### src/hw/esc_mode_consts.svh
// constants for the serial escape and command-mode controller
`ifndef ESC_MODE_CONSTS_SVH
`define ESC_MODE_CONSTS_SVH

// =====================================================================
// timing
`define CLK_HZ 32'h017D_7840
`define MS_PER_S 32'h0000_03E8
`define CT_UNIT_MS 24'h00_0064

// =====================================================================
// register offsets (byte addresses)
`define REG_CTRL 8'h00
`define REG_GUARD 8'h04
`define REG_ESC 8'h08
`define REG_CTMO 8'h0C
`define REG_STAT 8'h10

// =====================================================================
// field positions and reset values
`define CTRL_API_BIT 0
`define CTRL_SPI_BIT 1
`define GT_RST 16'h03E8
`define CC_RST 8'h2B
`define CT_RST 16'h0064

// =====================================================================
// characters
`define CH_A 8'h41
`define CH_T 8'h54
`define CH_X 8'h58
`define CH_C 8'h43
`define CH_N 8'h4E
`define CH_G 8'h47
`define CH_P 8'h50
`define CH_0 8'h30
`define CH_CR 8'h0D
`define CH_COMMA 8'h2C
`define CH_SPACE 8'h20
`define CH_O 8'h4F
`define CH_K 8'h4B
`define CH_E 8'h45
`define CH_R 8'h52
`define OK_LAST 3'h2
`define ERR_LAST 3'h5

`endif

### src/hw/esc_mode_pkg.sv
// types shared by the escape and command-mode controller
package esc_mode_pkg;

  // top-level operating state
  typedef enum logic [4:0] {
    ST_PASS = 5'h01,
    ST_ESC = 5'h02,
    ST_POST = 5'h04,
    ST_FLUSH = 5'h08,
    ST_CMD = 5'h10
  } mode_t;

  // command line parser position
  typedef enum logic [5:0] {
    P_A = 6'h01,
    P_T = 6'h02,
    P_ID1 = 6'h04,
    P_ID2 = 6'h08,
    P_PAR = 6'h10,
    P_SKIP = 6'h20
  } parse_t;

  typedef struct packed {
    mode_t st;
    parse_t ps;
    logic [15:0] rdata;
    logic api;
    logic spi_sel;
    logic [15:0] gt;
    logic [7:0] cc;
    logic [15:0] ct;
    logic [15:0] sil;
    logic [23:0] idle;
    logic [1:0] esc_n;
    logic pend_v;
    logic [7:0] pend;
    logic rf_v;
    logic [7:0] rf_d;
    logic tx_v;
    logic [7:0] tx_d;
    logic srx_rdy;
    logic rrx_rdy;
    logic [1:0] hdr_n;
    logic [15:0] hdr_src;
    logic [7:0] hdr_dat;
    logic rep_on;
    logic rep_err;
    logic [2:0] rep_i;
    logic exit_pend;
    logic [7:0] id1;
    logic [7:0] id2;
    logic [15:0] par;
    logic [2:0] par_n;
    logic bad;
    logic in_cmd;
  } ctl_t;

endpackage

### src/hw/ms_tick_gen.sv
// millisecond enable pulse divider
`timescale 1ns/1ps
module ms_tick_gen #(
  parameter int CYCLES = 25000
) (
  // clock and reset
  input wire logic i_clk,
  input wire logic i_nrst,
  // one-cycle pulse per millisecond
  output logic o_tick
);
  typedef struct packed {
    logic [15:0] cnt;
    logic tick;
  } tick_t;

  tick_t q;
  tick_t d;

  // wrap counter, pulse on the wrap
  always_comb begin
    d = q;
    d.tick = 1'b0;
    if (q.cnt == 16'(CYCLES - 1)) begin
      d.cnt = 16'h0000;
      d.tick = 1'b1;
    end else begin
      d.cnt = q.cnt + 16'h0001;
    end
  end

  always_ff @(posedge i_clk or negedge i_nrst) begin
    if (!i_nrst) begin
      q <= '0;
    end else begin
      q <= d;
    end
  end

  assign o_tick = q.tick;
endmodule

### src/hw/esc_mode_ctrl.sv
// serial escape detection, command interpreter and data path steering
//
// The strobed register port and the address map are this design's own decisions.
`timescale 1ns/1ps
`include "esc_mode_consts.svh"
module esc_mode_ctrl import esc_mode_pkg::*; #(
  parameter int MS_CYCLES = `CLK_HZ / `MS_PER_S
) (
  // clock and reset
  input wire logic i_clk,
  input wire logic i_nrst,
  // register port
  input wire logic [7:0] i_addr,
  input wire logic [15:0] i_wdata,
  input wire logic i_wr,
  input wire logic i_rd,
  output logic [15:0] o_rdata,
  // serial side, bytes from host
  input wire logic i_ser_rx_valid,
  input wire logic [7:0] i_ser_rx_data,
  input wire logic i_ser_rx_spi,
  output logic o_ser_rx_ready,
  // serial side, bytes to host
  output logic o_ser_tx_valid,
  output logic [7:0] o_ser_tx_data,
  input wire logic i_ser_tx_ready,
  // radio side, bytes to transmit
  output logic o_rf_tx_valid,
  output logic [7:0] o_rf_tx_data,
  input wire logic i_rf_tx_ready,
  // radio side, received bytes
  input wire logic i_rf_rx_valid,
  input wire logic [7:0] i_rf_rx_data,
  input wire logic i_rf_rx_first,
  input wire logic [15:0] i_rf_rx_src,
  output logic o_rf_rx_ready,
  // status and long command hint
  input wire logic i_long_busy,
  output logic o_cmd_mode,
  output logic o_api_mode
);

  // ===================================================================
  // helpers

  function automatic logic [7:0] upcase(input logic [7:0] c);
    upcase = (c >= 8'h61 && c <= 8'h7A) ? (c - 8'h20) : c;
  endfunction

  // nibble value of a hex digit, bit 4 flags a valid digit
  function automatic logic [4:0] hexval(input logic [7:0] c);
    logic [7:0] u;
    u = upcase(c);
    hexval = 5'h00;
    if (u >= 8'h30 && u <= 8'h39) begin
      hexval = {1'b1, 4'(u - 8'h30)};
    end else if (u >= 8'h41 && u <= 8'h46) begin
      hexval = {1'b1, 4'(u - 8'h37)};
    end
  endfunction

  function automatic logic [23:0] ct_ms(input logic [15:0] ct);
    ct_ms = 24'(ct * `CT_UNIT_MS);
  endfunction

  function automatic logic [7:0] reply_char(input logic err, input logic [2:0] i);
    logic [7:0] c;
    c = `CH_CR;
    if (!err) begin
      unique case (i)
        3'h0: c = `CH_O;
        3'h1: c = `CH_K;
        default: c = `CH_CR;
      endcase
    end else begin
      unique case (i)
        3'h0: c = `CH_E;
        3'h1: c = `CH_R;
        3'h2: c = `CH_R;
        3'h3: c = `CH_O;
        3'h4: c = `CH_R;
        default: c = `CH_CR;
      endcase
    end
    reply_char = c;
  endfunction

  // ===================================================================
  // state

  ctl_t q;
  ctl_t d;
  logic tick;
  logic srx;
  logic rrx;
  logic esc_src_ok;
  logic [7:0] ch;
  logic [4:0] hv;

  ms_tick_gen #(.CYCLES(MS_CYCLES)) u_tick (
    .i_clk(i_clk),
    .i_nrst(i_nrst),
    .o_tick(tick)
  );

  assign srx = i_ser_rx_valid && q.srx_rdy;
  assign rrx = i_rf_rx_valid && q.rrx_rdy;
  assign esc_src_ok = !i_ser_rx_spi || q.spi_sel;
  assign ch = upcase(i_ser_rx_data);
  assign hv = hexval(i_ser_rx_data);

  // ===================================================================
  // next state
  always_comb begin
    d = q;
    d.rdata = 16'h0000;
    // silence measured from the last byte taken, saturating
    if (tick) begin
      if (q.sil != 16'hFFFF) d.sil = q.sil + 16'h0001;
      if (q.idle != 24'hFF_FFFF) d.idle = q.idle + 24'h00_0001;
    end
    if (srx) begin
      d.sil = 16'h0000;
      d.idle = 24'h00_0000;
    end
    if (q.tx_v && i_ser_tx_ready) d.tx_v = 1'b0;
    if (q.rf_v && i_rf_tx_ready) d.rf_v = 1'b0;

    // register writes; honoured in every mode, even with a long command busy
    if (i_wr) begin
      unique case (i_addr)
        `REG_CTRL: begin
          d.api = i_wdata[`CTRL_API_BIT];
          d.spi_sel = i_wdata[`CTRL_SPI_BIT];
        end
        `REG_GUARD: d.gt = i_wdata;
        `REG_ESC: d.cc = i_wdata[7:0];
        `REG_CTMO: d.ct = i_wdata;
        default: ;
      endcase
    end
    if (i_rd) begin
      unique case (i_addr)
        `REG_CTRL: d.rdata = {14'h0000, q.spi_sel, q.api};
        `REG_GUARD: d.rdata = q.gt;
        `REG_ESC: d.rdata = {8'h00, q.cc};
        `REG_CTMO: d.rdata = q.ct;
        `REG_STAT: d.rdata = {11'h000, q.st};
        default: d.rdata = 16'h0000;
      endcase
    end

    // escape detection and command interpretation
    unique case (q.st)
      ST_PASS: begin
        if (srx) begin
          if (i_ser_rx_data == q.cc && q.sil >= q.gt && esc_src_ok) begin
            d.esc_n = 2'h1;
            d.st = ST_ESC;
          end else begin
            d.rf_v = 1'b1;
            d.rf_d = i_ser_rx_data;
          end
        end
      end
      ST_ESC: begin
        if (srx) begin
          if (i_ser_rx_data == q.cc && esc_src_ok) begin
            d.esc_n = q.esc_n + 2'h1;
            if (q.esc_n == 2'h2) d.st = ST_POST;
          end else begin
            d.pend_v = 1'b1;
            d.pend = i_ser_rx_data;
            d.st = ST_FLUSH;
          end
        end
      end
      ST_POST: begin
        if (srx) begin
          d.pend_v = 1'b1;
          d.pend = i_ser_rx_data;
          d.st = ST_FLUSH;
        end else if (q.sil >= q.gt) begin
          d.st = ST_CMD;
          d.esc_n = 2'h0;
          d.rep_on = 1'b1;
          d.rep_err = 1'b0;
          d.rep_i = 3'h0;
          d.ps = P_A;
          d.bad = 1'b0;
          d.idle = 24'h00_0000;
        end
      end
      ST_FLUSH: begin
        // failed sequence goes out as plain data
        if (!d.rf_v) begin
          if (q.esc_n != 2'h0) begin
            d.rf_v = 1'b1;
            d.rf_d = q.cc;
            d.esc_n = q.esc_n - 2'h1;
          end else if (q.pend_v) begin
            d.rf_v = 1'b1;
            d.rf_d = q.pend;
            d.pend_v = 1'b0;
          end else begin
            d.st = ST_PASS;
          end
        end
      end
      ST_CMD: begin
        if (srx) begin
          // bytes are consumed here and never reach the radio
          unique case (q.ps)
            P_A: begin
              if (ch == `CH_A) d.ps = P_T;
              else if (ch != `CH_CR) d.ps = P_SKIP;
            end
            P_T: d.ps = (ch == `CH_T) ? P_ID1 : P_SKIP;
            P_ID1: begin
              d.id1 = ch;
              d.ps = P_ID2;
            end
            P_ID2: begin
              d.id2 = ch;
              d.par = 16'h0000;
              d.par_n = 3'h0;
              d.ps = P_PAR;
            end
            P_PAR: begin
              if (ch == `CH_CR || ch == `CH_COMMA) begin
                // execute the command just parsed
                if (i_long_busy) begin
                  d.bad = 1'b1;
                end else if (q.id1 == `CH_C && q.id2 == `CH_N) begin
                  d.exit_pend = 1'b1;
                end else if (q.id1 == `CH_G && q.id2 == `CH_T) begin
                  if (q.par_n != 3'h0) d.gt = q.par;
                end else if (q.id1 == `CH_C && q.id2 == `CH_C) begin
                  if (q.par_n != 3'h0) d.cc = q.par[7:0];
                end else if (q.id1 == `CH_C && q.id2 == `CH_T) begin
                  if (q.par_n != 3'h0) d.ct = q.par;
                end else if (q.id1 == `CH_A && q.id2 == `CH_P) begin
                  if (q.par > 16'h0001) d.bad = 1'b1;
                  else if (q.par_n != 3'h0) d.api = q.par[0];
                end else begin
                  d.bad = 1'b1;
                end
                d.ps = (ch == `CH_COMMA) ? P_ID1 : P_A;
                if (ch == `CH_CR) begin
                  d.rep_on = 1'b1;
                  d.rep_err = d.bad;
                  d.rep_i = 3'h0;
                  d.bad = 1'b0;
                end
              end else if (ch == `CH_X && q.par_n == 3'h1 && q.par == 16'h0000) begin
                d.par_n = 3'h0;
              end else if (hv[4] && q.par_n != 3'h4) begin
                d.par = {q.par[11:0], hv[3:0]};
                d.par_n = q.par_n + 3'h1;
              end else if (ch != `CH_SPACE) begin
                d.ps = P_SKIP;
              end
            end
            P_SKIP: begin
              // garbled line, one error answer at its end
              if (ch == `CH_CR) begin
                d.rep_on = 1'b1;
                d.rep_err = 1'b1;
                d.rep_i = 3'h0;
                d.bad = 1'b0;
                d.exit_pend = 1'b0;
                d.ps = P_A;
              end
            end
            default: d.ps = P_A;
          endcase
        end else if (!q.rep_on && q.idle >= ct_ms(q.ct)) begin
          d.st = ST_PASS;
          d.ps = P_A;
        end
      end
      default: d.st = ST_PASS;
    endcase

    // radio bytes toward the host, framed mode adds the source first
    if (rrx) begin
      if (q.api && i_rf_rx_first) begin
        d.hdr_n = 2'h3;
        d.hdr_src = i_rf_rx_src;
        d.hdr_dat = i_rf_rx_data;
      end else begin
        d.tx_v = 1'b1;
        d.tx_d = i_rf_rx_data;
      end
    end
    if (q.hdr_n != 2'h0 && !d.tx_v) begin
      d.tx_v = 1'b1;
      d.tx_d = (q.hdr_n == 2'h3) ? q.hdr_src[15:8] :
               (q.hdr_n == 2'h2) ? q.hdr_src[7:0] : q.hdr_dat;
      d.hdr_n = q.hdr_n - 2'h1;
    end else if (q.rep_on && !d.tx_v) begin
      d.tx_v = 1'b1;
      d.tx_d = reply_char(q.rep_err, q.rep_i);
      d.rep_i = q.rep_i + 3'h1;
      if (q.rep_i == (q.rep_err ? `ERR_LAST : `OK_LAST)) begin
        d.rep_on = 1'b0;
        if (q.exit_pend) begin
          d.exit_pend = 1'b0;
          d.st = ST_PASS;
          d.ps = P_A;
        end
      end
    end

    // flow control: only take a byte when its outlet is free next cycle
    d.srx_rdy = !d.rf_v && !d.rep_on && !d.exit_pend && d.st != ST_FLUSH;
    d.rrx_rdy = d.st != ST_CMD && !d.tx_v && d.hdr_n == 2'h0 && !d.rep_on;
    d.in_cmd = d.st == ST_CMD;
  end

  // register the whole state
  always_ff @(posedge i_clk or negedge i_nrst) begin
    if (!i_nrst) begin
      q <= '0;
      q.st <= ST_PASS;
      q.ps <= P_A;
      q.gt <= `GT_RST;
      q.cc <= `CC_RST;
      q.ct <= `CT_RST;
    end else begin
      q <= d;
    end
  end

  // outputs, all straight from flops
  assign o_rdata = q.rdata;
  assign o_ser_rx_ready = q.srx_rdy;
  assign o_ser_tx_valid = q.tx_v;
  assign o_ser_tx_data = q.tx_d;
  assign o_rf_tx_valid = q.rf_v;
  assign o_rf_tx_data = q.rf_d;
  assign o_rf_rx_ready = q.rrx_rdy;
  assign o_cmd_mode = q.in_cmd;
  assign o_api_mode = q.api;
endmodule

### config.mk
export PLATFORM = sky130hd
export DESIGN_NAME = esc_mode_ctrl
export DESIGN_NICKNAME = d
export VERILOG_FILES = /design/src/hw/esc_mode_pkg.sv /design/src/hw/ms_tick_gen.sv /design/src/hw/esc_mode_ctrl.sv
export VERILOG_INCLUDE_DIRS = /design/src /design/src/hw
export SDC_FILE = /design/constraint.sdc
export NUM_CORES = 1
export LEC_CHECK = 0
export BUFFER_PORTS_ARGS = -buffer_cell sky130_fd_sc_hd__buf_4
export CELL_PAD_IN_SITES_DETAIL_PLACEMENT = 2
export CELL_PAD_IN_SITES_GLOBAL_PLACEMENT = 2
export CORE_MARGIN = 3
export CORE_UTILIZATION = 39
export CTS_CLUSTER_SIZE = 12
export DETAILED_ROUTE_END_ITERATION = 6
export PLACE_DENSITY = 0.84
export SYNTH_ARGS = -nofsm -noshare
export SYNTH_HDL_FRONTEND = slang
export SYNTH_SLANG_ARGS = --single-unit
export TNS_END_PERCENT = 20
### constraint.sdc
create_clock -name i_clk -period 6 [get_ports i_clk]
set_clock_uncertainty 0.15 [all_clocks]
set_input_delay 0.3 -clock i_clk [delete_from_list [all_inputs] [get_ports i_clk]]
set_output_delay 0.3 -clock i_clk [all_outputs]
set_load 0.1 [all_outputs]
Word-level counts from Yosys, hierarchy flattened. Index checks and enable logic that the tools add are counted.

Output and inout bits: 38. Input port bits: 67. Word-level logic and storage cells: 339. Flip-flop bits (word level): 226.

Reductions and logical operators: 68. Multipliers: 1. Eq/ne operators: 69. $add $sub $neg: 11. $lt $le $gt $ge: 9. Mux-type cells: 147.

Operators by type and width (number): 40-bit 2-to-1 mux (8); 16-bit 2-to-1 mux (11); 26-bit 2-to-1 mux (4); 9-bit 2-to-1 mux (11); 42-bit 2-to-1 mux (2); 8-bit by 7-bit == test with 1-bit output, second input constant (10); 16-bit case mux with 5 select lines (1); 11-bit 2-to-1 mux (7); 5-bit 2-to-1 mux (15); 24-bit 2-to-1 mux (3); 6-bit 2-to-1 mux (12); 8-bit 2-to-1 mux (9); 19-bit 2-to-1 mux (2); 19-bit case mux with 2 select lines (1); 36-bit 2-to-1 mux (1); 6-bit case mux with 6 select lines (1); 1-bit 2-to-1 mux (35); 16-bit by 1-bit adder with 16-bit output, second input constant (2); 2-bit != test, second input constant (16); 1-bit logical AND (28); 5-bit case mux with 5 select lines (1); 24-bit by 1-bit adder with 24-bit output, second input constant (1); 8-bit by 4-bit == test with 1-bit output, second input constant (3); 24-bit by 23-bit >= comparator with 1-bit output (1); 72 further kinds (120).

Depth between registers and ports, before layout.
Depth after elaboration: 22. Depth in mapped cells: 21. Mapped depth without buffers: 21.

Cells and area by module. From an unflattened synthesis, not the netlist that was laid out.

Cells, all modules: 1578. Area, all modules: 14530.2 sq um.

By module, submodules not included: esc_mode_ctrl (area an instance 13761.9 sq um, times used 1, sequential area each 5248.8 sq um, cells an instance 1513); ms_tick_gen (area an instance 768.2 sq um, times used 1, sequential area each 425.4 sq um, cells an instance 65).

Worst setup path before layout. OpenSTA, ideal clock, no wires.

Path type: reg-to-reg. Start point: register q[146] (netlist bit). End point: register q[203] (netlist bit). Arrival: 4.911 ns. Data required time: 5.726 ns. Library setup time: 0.124 ns. Path buffers: 0. Stages on the path, launching flop included: 21. Path slack: 0.815 ns. Path through: dfstp_2 > ha_1 > ha_1 > inv_1 > fa_1 > inv_1 > ha_1 > or2_2 > o31a_1 > nand3_1 > a31oi_1 > a21o_1 > a21oi_1 > xor2_1 > ha_1 > nand4_1 > or3_1 > and4b_1 > a221oi_1 > o32ai_1 > a211o_1.

RTL lines: start: declaration (line esc_mode_ctrl.sv:91) `ctl_t q;`.

==> impl_metrics.yaml <==
status:
  outcome: "finished clean"
clock_network:
  clock_path_buffers: 3
  post_cts_buffers: 0
  ctsRootBufferMaster: "clkbuf_16"
  insertion_delay_ps: 570
  clk_pin_slew_ps: 60
  numCtsBuffers: 27
  htreeDepth: 1
  cts_sinks: 226
  cts_tree: "yes"
yosys:
  synth-edff-count: 0
  synth_area_sq_mm: 0.0141
  synth_seq_cells: 226
  synth_top_area_frac: 0.374
  ys_types: 79
  synth_area_leaders: "dfrtp_1 (37%), ha_1 (9.8%), nor2_1 (4.2%)"
  ys.flop_type: "dfrtp_1"
  synth-async-reset-ratio: 1.00
  ys_warn_count: 0
  synth_nets: 1681
  ys_seq_area_frac: 0.402
  synthCells: 1492
  yosys.area.top_type: "dfrtp_1"
  synth_area_per_cell_sq_um: 9.46
worst_setup_path:
  crit_required_ps: 6280
  crit_chain: "ha_1 > ha_1 > inv_1 > fa_1 > inv_1 > ha_1 > or2_2 > o31a_1 > nand3_1 > a31oi_2 > a21o_1 > a21oi_1 > xor2_1 > ha_1 > nand4_1 > or3_1 > and4b_1 > a221oi_1 > buf_4 > o32ai_1 > a211o_1"
  critPathBufInv: 3
  start_kind: "flop"
  slowest_delay_ps: 600
  crit_slowest_cell: "dfstp_2"
  crit_path_end_kind: "flop"
  critPathTopFamily: "adder cells"
  worstPathMaxFanout: 5
  path_class: "reg2reg"
  crit_top_cell: "ha_1"
  cp.arrival_ps: 6000
hold_path:
  min_path_type: "in2reg"
power_and_ir_drop:
  power_mw: 5.29
  power_density_mw_per_mm2: 319
  leakagePower_nw: 8.10
  irDropWorstVdd_mv: 0.213
floorplanning:
  die_area_sq_mm: 0.0385
  rows: 69
  fp.dieW_microns: 196
  fp.coreArea_sq_mm: 0.0357
  die_height_microns: 196
  initial_core_util: 0.396
  io_pins: 105
final_layout:
  fin_nets: 1795
  antenna_cells: 0
  drive_gt1_frac: 0.152
  area_delta_synth_final_pct: 17.6
  instances_no_fill: 2088
placement:
  gp_congestion: 0.849
  hpwl_mm: 35.1
  port_buffers: 104
  dp_cells: 1987
grt:
  overflow: 0
  grt.total_usage: 0.259
  antenna_found_initial: 1
  grt_pass1_wl_mm: 79.5
  grt_max_degree: 175
  grt_pass1_vias: 13660
timing:
  worst_pin_slew_ps: 1140
  fin_crit_ps: 5720
  slew_headroom: 0.234
  finalSetupViolCount: 0
  drv_slew: 0
  fin_crit_sh: 0.953
  fmax_ghz: 0.175
  hold_viol: 0
route:
  drtPass1Iterations: 5
  wire_per_inst_microns: 23.9
  via_count: 11945
  routed_wl_mm: 49.9
  drc_errors: 0
  initialDrtViolationCount: 583
  postRouteAntennaNets: 0
  vias_per_cell: 5.72
flow_run:
  max_cap_viol_count: 0
## power by group
part	total (mW)	leakage, nW	internal (mW)	switching [mW]
combinational	1.63	4.63	0.549	1.08
sequential	1.93	3.01	1.70	0.233
clock	1.73	0.454	1.02	0.708
## through the flow
| step | worst slack (ps) | cell area (sq um) | hold slack, ps | setup TNS, ps | utilization |
|---|---|---|---|---|---|
| floorplan | 815 | 14100 | -146 | 0 | - |
| global placement | 640 | 15100 | 89.7 | 0 | 0.424 |
| detailed placement | 285 | 15100 | 97.2 | 0 | 0.424 |
| CTS | 263 | 16600 | 26.8 | 0 | 0.465 |
| global route | -39.0 | 16600 | 73.7 | -39.0 | 0.465 |
| finish | 282 | 16600 | 61.5 | 0 | 0.465 |
## placed cells by master, fill, tap and decap left out, types with 29 or more instances in the layout
| cell type | count |
|---|---|
| dlygate4sd3_1 | 51 |
| xor2_1 | 36 |
| a21oi_1 | 105 |
| buf_4 | 113 |
| xnor2_1 | 41 |
| o21ai_0 | 44 |
| inv_1 | 109 |
| mux2i_1 | 54 |
| ha_1 | 111 |
| nor2_1 | 159 |
| dfrtp_1 | 211 |
| nand3_1 | 48 |
| nand2_1 | 119 |
| nor3_1 | 29 |
| mux2_2 | 46 |
## worst min-delay path: cells and delay by family
kind,cells,cell delay (ps)
and+or+nand+nor,2,320
buffers and inverters,1,110
## routing by layer
layer | up-vias | wire length (microns) | global-route usage
li1 | 5433 | - | -
met1 | 6209 | 21700 | 0.334
met2 | 231 | 25400 | 0.461
met3 | 72 | 1560 | 0.0325
met4 | 0 | 1290 | 0.0655
met5 | - | 0 | 0
## cell usage after synthesis, types with 6 or more instances
cell	n
nand2b_1	9
nor2_1	159
inv_1	109
fa_1	11
xor2_1	36
nor2b_1	11
a31oi_1	8
nor3_1	30
clkbuf_1	41
nand2_1	119
dfrtp_1	211
and2_1	9
o21ai_0	46
a211oi_1	9
a221o_1	8
a22o_1	14
a21oi_1	105
nor4_1	20
buf_4	32
dfstp_2	15
nand3_1	48
nand3b_1	10
and3_1	11
or3_1	8
xnor2_1	41
a21o_1	13
ha_1	111
o31ai_1	6
nand4_1	25
a22oi_1	22
mux2_2	46
mux2i_1	54
## cells by family (layout without fill, tap and decap cells)
group                    count (synthesis)  count (layout)  synth area share
XOR/XNOR                                77              77            0.0478
flip-flops                             226             226             0.402
AO/OA/AOI/OAI                          284             284             0.132
multiplexers                           100             100            0.0750
AND/OR/NAND/NOR                        493             493             0.169
adder cells (fa/ha/maj)                122             122             0.114
buffers and inverters                  190             325            0.0606
## final timing paths
| check | start | end | slack [ps] | cells past startpoint |
|---|---|---|---|---|
| worst max register to register | q[146] | q[203] | 280 | 21 |
| max in group asynchronous | i_nrst | q[34] | 4180 | 3 |
| worst max-delay path | q[146] | q[203] | 280 | 21 |
| min in group asynchronous | i_nrst | q[122] | 100 | 2 |
| worst min register to register | u_tick.q[1] | u_tick.q[1] | 320 | 1 |
| worst min-delay path | i_rf_tx_ready | o_rf_tx_valid | 60 | 3 |
## layout make-up
type,count,area (sq um)
Multi-Input combinational cell,1076,7610
Inverter,109,409
Clock buffer,39,811
Timing Repair Buffer,166,1390
Sequential cell,226,5670
Fill cell,3730,19100
Clock inverter,11,120
Tap cell,461,577
## what timing repair did
item,in CTS,in global routing
setup endpoints to repair,0,7
resized for setup,0,6
hold buffers,51,0
hold endpoints to repair,138,0
## registers in the layout (all words and copies together), names as in the netlist
register / cells
o_api_mode: 1
o_rdata: 16
o_rf_tx_data: 8
o_ser_tx_data: 8
o_rf_rx_ready: 1
q: 171
o_cmd_mode: 1
o_ser_rx_ready: 1
o_rf_tx_valid: 1
u_tick.o_tick: 1
o_ser_tx_valid: 1
u_tick.q: 16
Power figures use the tool's default switching activity.
